===== src/hdl/dsl_pkg.sv =====
// Operation
// - state field bits 7:5, one-hot diag/active/safe
// - reset state: link ignored, answers all zero
// - restart block set 0xAA, cleared 0x55
// - restart block survives power-on reset only
// - regulator overvoltage forces restart block high
// - latch low autorestarts; high needs wake rise
// - config guard set by command, diag exit, selftest
// - config guard cleared by 0xAA, diag only
// - selftest guard as control guard, but set on any run-state exit
// - control guard set/cleared by control commands
// - second status readable, initialised on power-on
// - diag exit hold 0x55/0xAA, holds diag timer
// - host reset flag kept across reads
`default_nettype none
package dsl_pkg;
  // operating state codes
  localparam logic [2:0] ST_DIAG   = 3'h1;
  localparam logic [2:0] ST_ACTIVE = 3'h2;
  localparam logic [2:0] ST_SAFE   = 3'h4;
  // command codes on the link
  localparam logic [7:0] CMD_READ_STATUS_MAIN      = 8'h10;
  localparam logic [7:0] CMD_READ_STATUS_SECONDARY = 8'h11;
  localparam logic [7:0] CMD_BLOCK_AUTO_RESTART    = 8'h20;
  localparam logic [7:0] CMD_ALLOW_AUTO_RESTART    = 8'h21;
  localparam logic [7:0] CMD_GUARD_CONFIG          = 8'h30;
  localparam logic [7:0] CMD_UNGUARD_CONFIG        = 8'h31;
  localparam logic [7:0] CMD_GUARD_CONTROL         = 8'h32;
  localparam logic [7:0] CMD_UNGUARD_CONTROL       = 8'h33;
  localparam logic [7:0] CMD_HOLD_DIAG_EXIT        = 8'h40;
  localparam logic [7:0] CMD_RELEASE_DIAG_EXIT     = 8'h41;
  localparam logic [7:0] CMD_HOST_RESET            = 8'h50;
  // key bytes
  localparam logic [7:0] KEY_55    = 8'h55;
  localparam logic [7:0] KEY_AA    = 8'hAA;
  localparam logic [7:0] KEY_RESET = 8'h5A;
  // field positions, status main
  localparam int STATE_LSB        = 5;
  localparam int AUTO_BLOCK_BIT   = 3;
  localparam int CFG_GUARD_BIT    = 2;
  localparam int BIST_GUARD_BIT   = 1;
  localparam int CTRL_GUARD_BIT   = 0;
  // field positions, status secondary
  localparam int DIAG_HOLD_BIT    = 6;
  localparam int SAFE_TO_OFF_BIT  = 5;
  localparam int HOST_RST_BIT     = 4;
  localparam int SYNC_OK_BIT      = 3;
  localparam int HOST_ERR_BIT     = 2;
  localparam int WAKE_LATCH_BIT   = 1;
  localparam int WAKE_BIT         = 0;
  // reset values
  localparam logic RST_AUTO_BLOCK = 1'b0;
  localparam logic RST_GUARD      = 1'b1;
  localparam logic RST_DIAG_HOLD  = 1'b0;
  localparam logic RST_HOST_RST   = 1'b0;
  // controller register offsets (APB byte addresses) and bit positions
  localparam logic [7:0] OFS_COMMAND = 8'h00;
  localparam logic [7:0] OFS_STATUS  = 8'h04;
  localparam int CMD_CODE_LSB = 8;
  localparam int BUSY_BIT     = 8;
endpackage
`default_nettype wire


===== src/hdl/dsl_link_if.sv =====
`default_nettype none
interface dsl_link_if;
  logic       cmd_valid;
  logic [7:0] cmd_code;
  logic [7:0] cmd_data;
  logic       rsp_valid;
  logic [7:0] rsp_data;
  modport dev  (input cmd_valid, cmd_code, cmd_data, output rsp_valid, rsp_data);
  modport host (output cmd_valid, cmd_code, cmd_data, input rsp_valid, rsp_data);
endinterface
`default_nettype wire


===== src/hdl/dsl_device.sv =====
// Implementation choices: the placing of the registers and register access over APB.
`default_nettype none
module dsl_device (
  // clock and resets
  input  wire logic       pclk,
  input  wire logic       presetn,
  input  wire logic       power_on_reset_n,
  // command link
  dsl_link_if.dev         link,
  // state machine side
  input  wire logic [2:0] device_state,
  input  wire logic       in_reset_state,
  input  wire logic       off_reached,
  input  wire logic       reset_entry,
  input  wire logic       lbist_done,
  input  wire logic       regulator_ov,
  // monitored inputs
  input  wire logic       wake,
  input  wire logic       wake_latched,
  input  wire logic       host_err_in,
  input  wire logic       sync_clk_ok,
  input  wire logic       safe_timeout_off,
  // guards and requests
  output logic            auto_restart_block,
  output logic            config_write_guard,
  output logic            control_write_guard,
  output logic            selftest_control_guard,
  output logic            diag_timer_hold,
  output logic            start_request,
  output logic            host_reset_request
);
  logic       auto_block_q;
  logic       cfg_guard_q;
  logic       ctrl_guard_q;
  logic       bist_guard_q;
  logic       diag_hold_q;
  logic       host_rst_flag_q;
  logic       start_q;
  logic       host_rst_q;
  logic       wake_q;
  logic [2:0] prev_state_q;
  logic       rsp_valid_q;
  logic [7:0] rsp_data_q;
  logic [7:0] rsp_data_d;
  logic [7:0] status_main;
  logic [7:0] status_secondary;
  logic       take;
  logic       in_diag;
  logic       in_run;
  logic       left_diag;
  logic       left_run;

  // commands are ignored outright while the core sits in reset
  assign take      = link.cmd_valid && !in_reset_state;
  assign in_diag   = device_state == dsl_pkg::ST_DIAG;
  assign in_run    = (device_state == dsl_pkg::ST_DIAG) ||
                     (device_state == dsl_pkg::ST_ACTIVE) ||
                     (device_state == dsl_pkg::ST_SAFE);
  assign left_diag = (prev_state_q == dsl_pkg::ST_DIAG) && !in_diag;
  assign left_run  = (prev_state_q != device_state) &&
                     ((prev_state_q == dsl_pkg::ST_DIAG) ||
                      (prev_state_q == dsl_pkg::ST_ACTIVE) ||
                      (prev_state_q == dsl_pkg::ST_SAFE));

  function automatic logic hit(input logic [7:0] code, input logic [7:0] key);
    hit = take && (link.cmd_code == code) && (link.cmd_data == key);
  endfunction

  always_ff @(posedge pclk or negedge presetn) begin
    if (!presetn) begin
      prev_state_q <= 3'h0;
    end else begin
      prev_state_q <= device_state;
    end
  end

  // of the two resets only battery loss (presetn) clears it; power_on_reset_n leaves it alone
  always_ff @(posedge pclk or negedge presetn) begin
    if (!presetn) begin
      auto_block_q <= dsl_pkg::RST_AUTO_BLOCK;
    end else if (regulator_ov) begin
      auto_block_q <= 1'b1;
    end else if (hit(dsl_pkg::CMD_BLOCK_AUTO_RESTART, dsl_pkg::KEY_AA)) begin
      auto_block_q <= 1'b1;
    end else if (hit(dsl_pkg::CMD_ALLOW_AUTO_RESTART, dsl_pkg::KEY_55)) begin
      auto_block_q <= 1'b0;
    end
  end

  always_ff @(posedge pclk or negedge presetn) begin
    if (!presetn) begin
      cfg_guard_q <= dsl_pkg::RST_GUARD;
    end else if (!power_on_reset_n) begin
      cfg_guard_q <= dsl_pkg::RST_GUARD;
    end else if ((hit(dsl_pkg::CMD_GUARD_CONFIG, dsl_pkg::KEY_55) && in_diag) ||
                 left_diag || lbist_done) begin
      cfg_guard_q <= 1'b1;
    end else if (hit(dsl_pkg::CMD_UNGUARD_CONFIG, dsl_pkg::KEY_AA) && in_diag) begin
      cfg_guard_q <= 1'b0;
    end
  end

  always_ff @(posedge pclk or negedge presetn) begin
    if (!presetn) begin
      ctrl_guard_q <= dsl_pkg::RST_GUARD;
    end else if (!power_on_reset_n) begin
      ctrl_guard_q <= dsl_pkg::RST_GUARD;
    end else if ((hit(dsl_pkg::CMD_GUARD_CONTROL, dsl_pkg::KEY_55) && in_run) ||
                 left_diag || lbist_done) begin
      ctrl_guard_q <= 1'b1;
    end else if (hit(dsl_pkg::CMD_UNGUARD_CONTROL, dsl_pkg::KEY_AA) && in_run) begin
      ctrl_guard_q <= 1'b0;
    end
  end

  always_ff @(posedge pclk or negedge presetn) begin
    if (!presetn) begin
      bist_guard_q <= dsl_pkg::RST_GUARD;
    end else if (!power_on_reset_n) begin
      bist_guard_q <= dsl_pkg::RST_GUARD;
    end else if ((hit(dsl_pkg::CMD_GUARD_CONTROL, dsl_pkg::KEY_55) && in_run) ||
                 left_run || lbist_done) begin
      bist_guard_q <= 1'b1;
    end else if (hit(dsl_pkg::CMD_UNGUARD_CONTROL, dsl_pkg::KEY_AA) && in_run) begin
      bist_guard_q <= 1'b0;
    end
  end

  always_ff @(posedge pclk or negedge presetn) begin
    if (!presetn) begin
      diag_hold_q <= dsl_pkg::RST_DIAG_HOLD;
    end else if (!power_on_reset_n) begin
      diag_hold_q <= dsl_pkg::RST_DIAG_HOLD;
    end else if (hit(dsl_pkg::CMD_HOLD_DIAG_EXIT, dsl_pkg::KEY_55)) begin
      diag_hold_q <= 1'b1;
    end else if (hit(dsl_pkg::CMD_RELEASE_DIAG_EXIT, dsl_pkg::KEY_AA)) begin
      diag_hold_q <= 1'b0;
    end
  end

  // flag follows the cause of the latest reset entry; reads never touch it
  always_ff @(posedge pclk or negedge presetn) begin
    if (!presetn) begin
      host_rst_flag_q <= dsl_pkg::RST_HOST_RST;
      host_rst_q      <= 1'b0;
    end else if (!power_on_reset_n) begin
      host_rst_flag_q <= dsl_pkg::RST_HOST_RST;
      host_rst_q      <= 1'b0;
    end else if (hit(dsl_pkg::CMD_HOST_RESET, dsl_pkg::KEY_RESET) && in_run) begin
      host_rst_flag_q <= 1'b1;
      host_rst_q      <= 1'b1;
    end else begin
      if (reset_entry && !host_rst_q) begin
        host_rst_flag_q <= 1'b0;
      end
      host_rst_q <= 1'b0;
    end
  end

  // restart decision: off_reached with wake when unblocked, any wake rise when blocked
  always_ff @(posedge pclk or negedge presetn) begin
    if (!presetn) begin
      wake_q  <= 1'b0;
      start_q <= 1'b0;
    end else begin
      wake_q  <= wake;
      start_q <= auto_block_q ? (wake && !wake_q) : (off_reached && wake);
    end
  end

  assign status_main = {device_state, 1'b0, auto_block_q, cfg_guard_q,
                        bist_guard_q, ctrl_guard_q};
  assign status_secondary = {1'b0, diag_hold_q, safe_timeout_off, host_rst_flag_q,
                             sync_clk_ok, host_err_in, wake_latched, wake};

  // status reads have no side effect and no write path exists
  always_comb begin
    rsp_data_d = 8'h00;
    if (take) begin
      if (link.cmd_code == dsl_pkg::CMD_READ_STATUS_MAIN) begin
        rsp_data_d = status_main;
      end else if (link.cmd_code == dsl_pkg::CMD_READ_STATUS_SECONDARY) begin
        rsp_data_d = status_secondary;
      end
    end
  end

  // every command is answered, with zeros while in reset
  always_ff @(posedge pclk or negedge presetn) begin
    if (!presetn) begin
      rsp_valid_q <= 1'b0;
      rsp_data_q  <= 8'h00;
    end else begin
      rsp_valid_q <= link.cmd_valid;
      rsp_data_q  <= rsp_data_d;
    end
  end

  assign link.rsp_valid         = rsp_valid_q;
  assign link.rsp_data          = rsp_data_q;
  assign auto_restart_block     = auto_block_q;
  assign config_write_guard     = cfg_guard_q;
  assign control_write_guard    = ctrl_guard_q;
  assign selftest_control_guard = bist_guard_q;
  assign diag_timer_hold        = diag_hold_q;
  assign start_request          = start_q;
  assign host_reset_request     = host_rst_q;
endmodule
`default_nettype wire


===== src/flat_wrapper.sv =====
// flat-port wrapper written by rule: the top's interface ports become plain ports
module dsl_device_flat 
  (pclk, presetn, power_on_reset_n, device_state, in_reset_state, off_reached, reset_entry, lbist_done, regulator_ov, wake, wake_latched, host_err_in, sync_clk_ok, safe_timeout_off, auto_restart_block, config_write_guard, control_write_guard, selftest_control_guard, diag_timer_hold, start_request, host_reset_request, link_cmd_valid, link_cmd_code, link_cmd_data, link_rsp_valid, link_rsp_data);
  dsl_link_if link_i ();
  input  wire logic pclk;
  input  wire logic presetn;
  input  wire logic power_on_reset_n;
  input  wire logic [2:0] device_state;
  input  wire logic in_reset_state;
  input  wire logic off_reached;
  input  wire logic reset_entry;
  input  wire logic lbist_done;
  input  wire logic regulator_ov;
  input  wire logic wake;
  input  wire logic wake_latched;
  input  wire logic host_err_in;
  input  wire logic sync_clk_ok;
  input  wire logic safe_timeout_off;
  output logic auto_restart_block;
  output logic config_write_guard;
  output logic control_write_guard;
  output logic selftest_control_guard;
  output logic diag_timer_hold;
  output logic start_request;
  output logic host_reset_request;
  input wire logic [$bits(link_i.cmd_valid)-1:0] link_cmd_valid;
  input wire logic [$bits(link_i.cmd_code)-1:0] link_cmd_code;
  input wire logic [$bits(link_i.cmd_data)-1:0] link_cmd_data;
  output wire logic [$bits(link_i.rsp_valid)-1:0] link_rsp_valid;
  output wire logic [$bits(link_i.rsp_data)-1:0] link_rsp_data;
  assign link_i.cmd_valid = link_cmd_valid;
  assign link_i.cmd_code = link_cmd_code;
  assign link_i.cmd_data = link_cmd_data;
  assign link_rsp_valid = link_i.rsp_valid;
  assign link_rsp_data = link_i.rsp_data;
  dsl_device u_core (.pclk(pclk), .presetn(presetn), .power_on_reset_n(power_on_reset_n), .link(link_i), .device_state(device_state), .in_reset_state(in_reset_state), .off_reached(off_reached), .reset_entry(reset_entry), .lbist_done(lbist_done), .regulator_ov(regulator_ov), .wake(wake), .wake_latched(wake_latched), .host_err_in(host_err_in), .sync_clk_ok(sync_clk_ok), .safe_timeout_off(safe_timeout_off), .auto_restart_block(auto_restart_block), .config_write_guard(config_write_guard), .control_write_guard(control_write_guard), .selftest_control_guard(selftest_control_guard), .diag_timer_hold(diag_timer_hold), .start_request(start_request), .host_reset_request(host_reset_request));
endmodule

===== config.mk =====
export PLATFORM = sky130hd
export DESIGN_NAME = dsl_device_flat
export DESIGN_NICKNAME = d
export VERILOG_FILES = /design/src/hdl/dsl_pkg.sv /design/src/hdl/dsl_link_if.sv /design/src/hdl/dsl_device.sv /design/src/flat_wrapper.sv
export SDC_FILE = /design/constraint.sdc
export NUM_CORES = 1
export LEC_CHECK = 0
export BUFFER_PORTS_ARGS = -buffer_cell sky130_fd_sc_hd__buf_2
export CORE_MARGIN = 5
export CORE_UTILIZATION = 43
export CTS_BUF_LIST = sky130_fd_sc_hd__clkbuf_4
export CTS_CLUSTER_SIZE = 40
export DETAILED_ROUTE_END_ITERATION = 10
export PLACE_DENSITY = 0.77
export SLEW_MARGIN = 20
export SYNTH_ARGS = -nofsm -noshare
export SYNTH_HDL_FRONTEND = slang
export SYNTH_SLANG_ARGS = --single-unit

===== constraint.sdc =====
create_clock -name pclk -period 1.4 [get_ports pclk]
set_input_delay 0.28 -clock pclk [delete_from_list [all_inputs] [get_ports pclk]]
set_output_delay 0.28 -clock pclk [all_outputs]
set_load 0.01 [all_outputs]

Yosys cells after proc, flatten, opt, wreduce, memory -nomap -nowiden. Index checks and enable logic that the tools add are counted. W data, S select, Z words.

Logic and storage cells: 105. Output and inout port bits: 16. Input port bits: 33. Register bits: 21.

Equal/unequal tests: 26. Muxes and demuxes: 23. Reduce and logical (&&, ||, !) cells: 44.

Operators by type and width (number): $eq A8 B6 Y1 const B (6); $eq A8 B7 Y1 const B (5); $logic_and A1 B1 Y1 (29); $mux W1 (20); $eq A8 B5 Y1 const B (2); $mux W8 (2); $ne A3 B1 Y1 const B (5); $logic_or A1 B1 Y1 (10); $eq A8 B8 Y1 const B (1); $mux W7 (1); $eq A3 B1 Y1 const B (2); $eq A3 B2 Y1 const B (2); $eq A3 B3 Y1 const B (2); $logic_not A1 Y1 (4); $ne A3 B3 Y1 (1); $reduce_bool A3 Y1 (1).

Logic depth before layout (Yosys ltp).
Word-level depth: 9. Gate-level depth with buffers: 4.

Least setup slack after synthesis. Ideal clock, no wire load.

Path kind: register to register. From: register u_core.prev_state_q[0]. To: register u_core.bist_guard_q (netlist: u_core.selftest_control_guard). Path slack: 0.076 ns. Stages on the path, launching flop included: 5. Buffers on the path: 0. Data arrival time: 1.241 ns. Clock period less this slack: 1.324 ns. Cells stage by stage: dfrtp_1 or4b_1 a21o_1 a31oi_1 o21ai_1.

Cells in the longest elaborated chain, start to end: 8. Elaborated cells between the ends (all ways): 12. Classes of those cells: eq/ne (5); mux (2); reduce/logical (5).

Ends and longest elaborated chain: start: declaration (RTL line dsl_device.sv:41) `logic [2:0] prev_state_q;`; start signal: assignment (RTL line dsl_device.sv:73) `prev_state_q <= device_state;`; $eq A3 B1 Y1 / $eq A3 B2 Y1 (equally long branches) (RTL line dsl_device.sv:61, dsl_device.sv:62); $logic_or A1 B1 Y1 (RTL line dsl_device.sv:61) `((prev_state_q == dsl_pkg::ST_DIAG) ||`; $logic_or A1 B1 Y1 (RTL line dsl_device.sv:62) `(prev_state_q == dsl_pkg::ST_ACTIVE) ||`; $logic_and A1 B1 Y1 * (RTL line dsl_device.sv:60) `assign left_run = (prev_state_q != device_state) &&`; $logic_or A1 B1 Y1 * (RTL line dsl_device.sv:121) `end else if ((hit(dsl_pkg::CMD_GUARD_CONTROL, dsl_pkg::KEY_55) && in_run) ||`; $logic_or A1 B1 Y1 * (RTL line dsl_device.sv:122) `left_run || lbist_done) begin`; $mux W1 (RTL line dsl_device.sv:121); $mux W1 (RTL line dsl_device.sv:119) `end else if (!power_on_reset_n) begin`; end signal: assignment (RTL line dsl_device.sv:118) `bist_guard_q <= dsl_pkg::RST_GUARD;`; end signal: assignment (RTL line dsl_device.sv:120) `bist_guard_q <= dsl_pkg::RST_GUARD;`; end: declaration (RTL line dsl_device.sv:35) `logic bist_guard_q;`.

Every way passes the cells marked *; elsewhere a longest branch is shown, timed or not. A chain may end at the register's enable or synchronous reset.

Worst setup path in the final report. Same ends and word-level chain as after synthesis.

==> results.py <==
metrics = {
    "yosys": {
        "avgSynthCellArea_um2": 11.0,
        "synth.distinct_cells": 40,
        "syn_area_mm2": 0.00111,
        "syn_inst": 101,
        "synth_warnings": 0,
        "ys_top_cells_by_area": "dfrtp_1, dfstp_2, nor4_4, a22oi_1, nand2b_1",
        "yosysTopAreaCellShare_pct": 40.6,
        "ys_ff_latch": 21,
        "post-synth-top-area-cell": "dfrtp_1",
        "yosysSeqAreaShare_pct": 47.7,
        "synth_nets": 134,
    },
    "status": {
        "violations": "setup timing",
        "status": "finished with violations",
    },
    "timing": {
        "clock-skew-final_ns": 0.00202,
        "fmax_mhz": 699,
        "rsz0062_at_grt": "true",
        "setup_viol": 1,
        "timing_hold_violations_final": 0,
        "min_period_ns": 1.43,
        "worst_pin_slew_ns": 0.461,
        "final.setup.tns_ns": -0.0316,
        "fin_hold_ws_ns": 0.101,
        "period_share_pct": 102,
        "slew_violations": 0,
        "fin_ws_ns": -0.0316,
        "max-slew-margin-rel_pct": 69.2,
    },
    "finish": {
        "final_common_cell": "buf_2",
        "final_layout_size_suffix_gt1_share_pct": 47.1,
        "antenna_cells": 0,
        "layout_common_cells": "buf_2, buf_4, dfrtp_1",
        "area_delta_synth_final_pct": 42.7,
        "finalInstanceArea_mm2": 0.00158,
        "final_nets": 208,
    },
    "placement": {
        "pre_cts_ws_ns": -0.179,
        "placed_area_mm2": 0.00154,
        "portBuffers": 48,
        "dp_hpwl_um": 2490,
        "gp_congestion": 0.931,
    },
    "cts": {
        "clockBufferDepth": 2,
        "cts_tree": "done",
        "clk_latency_ns": 0.30,
        "cts_setup_buffers": 0,
        "clock-sinks": 21,
        "clk_pin_slew_ns": 0.12,
        "h-tree-depth": 1,
        "cts_root_buf": "clkbuf_4",
        "cts_buffers": 3,
    },
    "floorplan": {
        "die_h_um": 60.8,
        "die_area_mm2": 0.00370,
        "initial_core_util_pct": 44.8,
        "coreArea_mm2": 0.00248,
        "die_width_um": 60.8,
        "rows": 18,
        "boundaryPins": 49,
    },
    "setup_path": {
        "worstSetupStartpointType": "register",
        "path_max_fanout": 2,
        "cp-end-kind": "register",
        "worstSetupPathType": "reg -> reg",
        "crit_required_ns": 1.64,
        "arrival_ns": 1.67,
        "cp_slowest_stage_delay_ns": 0.51,
        "cp_slowest_cell": "or4b_1",
        "path_cells": "or4b_1 > a21o_1 > a31oi_2 > o21ai_1",
    },
    "worst_hold_path": {
        "hold_class": "in -> reg",
    },
    "pwr": {
        "ir_worst_vdd_mv": 0.421,
        "p_leak_nw": 0.774,
        "power_density_mw_per_mm2": 711,
    },
    "detailed_routing": {
        "drt_iter0_drc": 37,
        "m1WireLength_um": 1240,
        "vias_per_cell": 5.61,
        "dr.pass1.iters": 6,
        "drc": 0,
        "routedWlPerCell_um": 15.1,
        "wl_met2_um": 1430,
        "ant_nets": 0,
        "postRouteWirelength_um": 3080,
        "top_layer": "met4",
        "via_count": 1145,
        "wl_met3_um": 319,
    },
    "global_routing": {
        "grt_first_pass_wirelength_um": 5060,
        "track_usage_pct": 18.3,
        "grt_pass1_vias": 1080,
        "overflow": 0,
        "grt_start_max_net_pins": 22,
        "antenna_found_initial": 0,
    },
    "run": {
        "max_cap_violations": 0,
    },
}
==> cells in the mapped netlist, drive strengths merged <==
cell type / instances
dfstp: 3
and4bb: 1
nor2: 8
o31ai: 2
a311oi: 2
o21a: 1
nand3: 3
a31oi: 1
o211ai: 1
and3b: 1
nor4b: 1
nand2b: 5
nor4: 5
and3: 3
nand3b: 2
a22oi: 6
o21ai: 4
nor2b: 1
or3b: 2
a21o: 1
or3: 1
nand4: 2
xnor2: 1
a41oi: 1
dfrtp: 18
o311ai: 2
nor3b: 1
nand2: 5
nor4bb: 4
and2: 1
o211a: 1
or4b: 2
nor3: 1
a31o: 2
o22ai: 1
inv: 5
==> flip-flops by register name (all words and copies together), names as in the netlist <==
| signal | cells |
|---|---|
| u_core.link.rsp_data | 8 |
| u_core.prev_state_q | 3 |
| u_core.auto_restart_block | 1 |
| u_core.config_write_guard | 1 |
| u_core.control_write_guard | 1 |
| u_core.diag_timer_hold | 1 |
| u_core.host_reset_request | 1 |
| u_core.host_rst_flag_q | 1 |
| u_core.link.rsp_valid | 1 |
| u_core.selftest_control_guard | 1 |
| u_core.start_request | 1 |
| u_core.wake_q | 1 |
==> power breakdown <==
| part | switching, mW | leakage, nW | internal [mW] |
|---|---|---|---|
| combinational | 0.0980 | 0.490 | 0.0934 |
| sequential | 0.00409 | 0.265 | 0.616 |
| clock | 0.185 | 0.0184 | 0.130 |
==> layer usage <==
metal | global-route usage, % | vias to the layer above
met5 | 0 | -
met4 | 7.74 | 0
met3 | 3.19 | 9
met2 | 29.3 | 65
met1 | 24.4 | 530
li1 | - | 541
==> per-stage QoR <==
| step | util, % | total power, mW | cells |
|---|---|---|---|
| 2_1_floorplan | - | 0.692 | 101 |
| 3_3_place_gp | 62.1 | 0.809 | 199 |
| 3_5_place_dp | 62.1 | 0.817 | 199 |
| 4_1_cts | 63.7 | 1.12 | 204 |
| 5_1_grt | 63.9 | 1.17 | 204 |
| 6_report | 63.9 | 1.13 | 204 |
==> final cells by class <==
type | instances | area, µm²
Fill cell | 208 | 893
Clock buffer | 4 | 30.0
Inverter | 5 | 18.8
Timing Repair Buffer | 69 | 400
Sequential cell | 21 | 529
Multi-Input combinational cell | 75 | 568
Tap cell | 30 | 37.5
==> critical path, delay by kind of cell, from the launching register on <==
family	cells	cell delay, ns
AO/OA/AOI/OAI	3	0.44
AND/OR/NAND/NOR	1	0.51
flip-flops	1	0.42
==> cell families (layout without fill, tap and decap cells) <==
kind of cell    count (synthesis)  after routing  share of synthesized area (%)
simple gates                   49             49                           32.9
buf+inv                         5             78                           1.69
xor+xnor                        1              1                          0.789
flops                          21             21                           47.7
compound gates                 25             25                           16.9
==> timing repair <==
| item | in CTS | in global routing |
|---|---|---|
| endpoints found under the hold margin | 18 | 0 |
| resized for setup | 0 | 1 |
| pin swaps | 1 | 1 |
| setup endpoints to repair | 1 | 2 |
| hold buffers | 1 | 0 |
==> worst paths after layout <==
path	startpoint	to	slack, ns	cells past startpoint
min in group asynchronous	presetn	u_core.link.rsp_data[5]	0.44	2
worst min register to register	u_core.wake_q	u_core.start_request	0.52	2
worst min-delay path	device_state[2]	u_core.prev_state_q[2]	0.10	1
max in group asynchronous	presetn	u_core.selftest_control_guard	0.62	2
worst max register to register	u_core.prev_state_q[0]	u_core.selftest_control_guard	-0.03	4
worst max-delay path	u_core.prev_state_q[0]	u_core.selftest_control_guard	-0.03	4
Note: power is estimated with default switching activity, not from simulation.
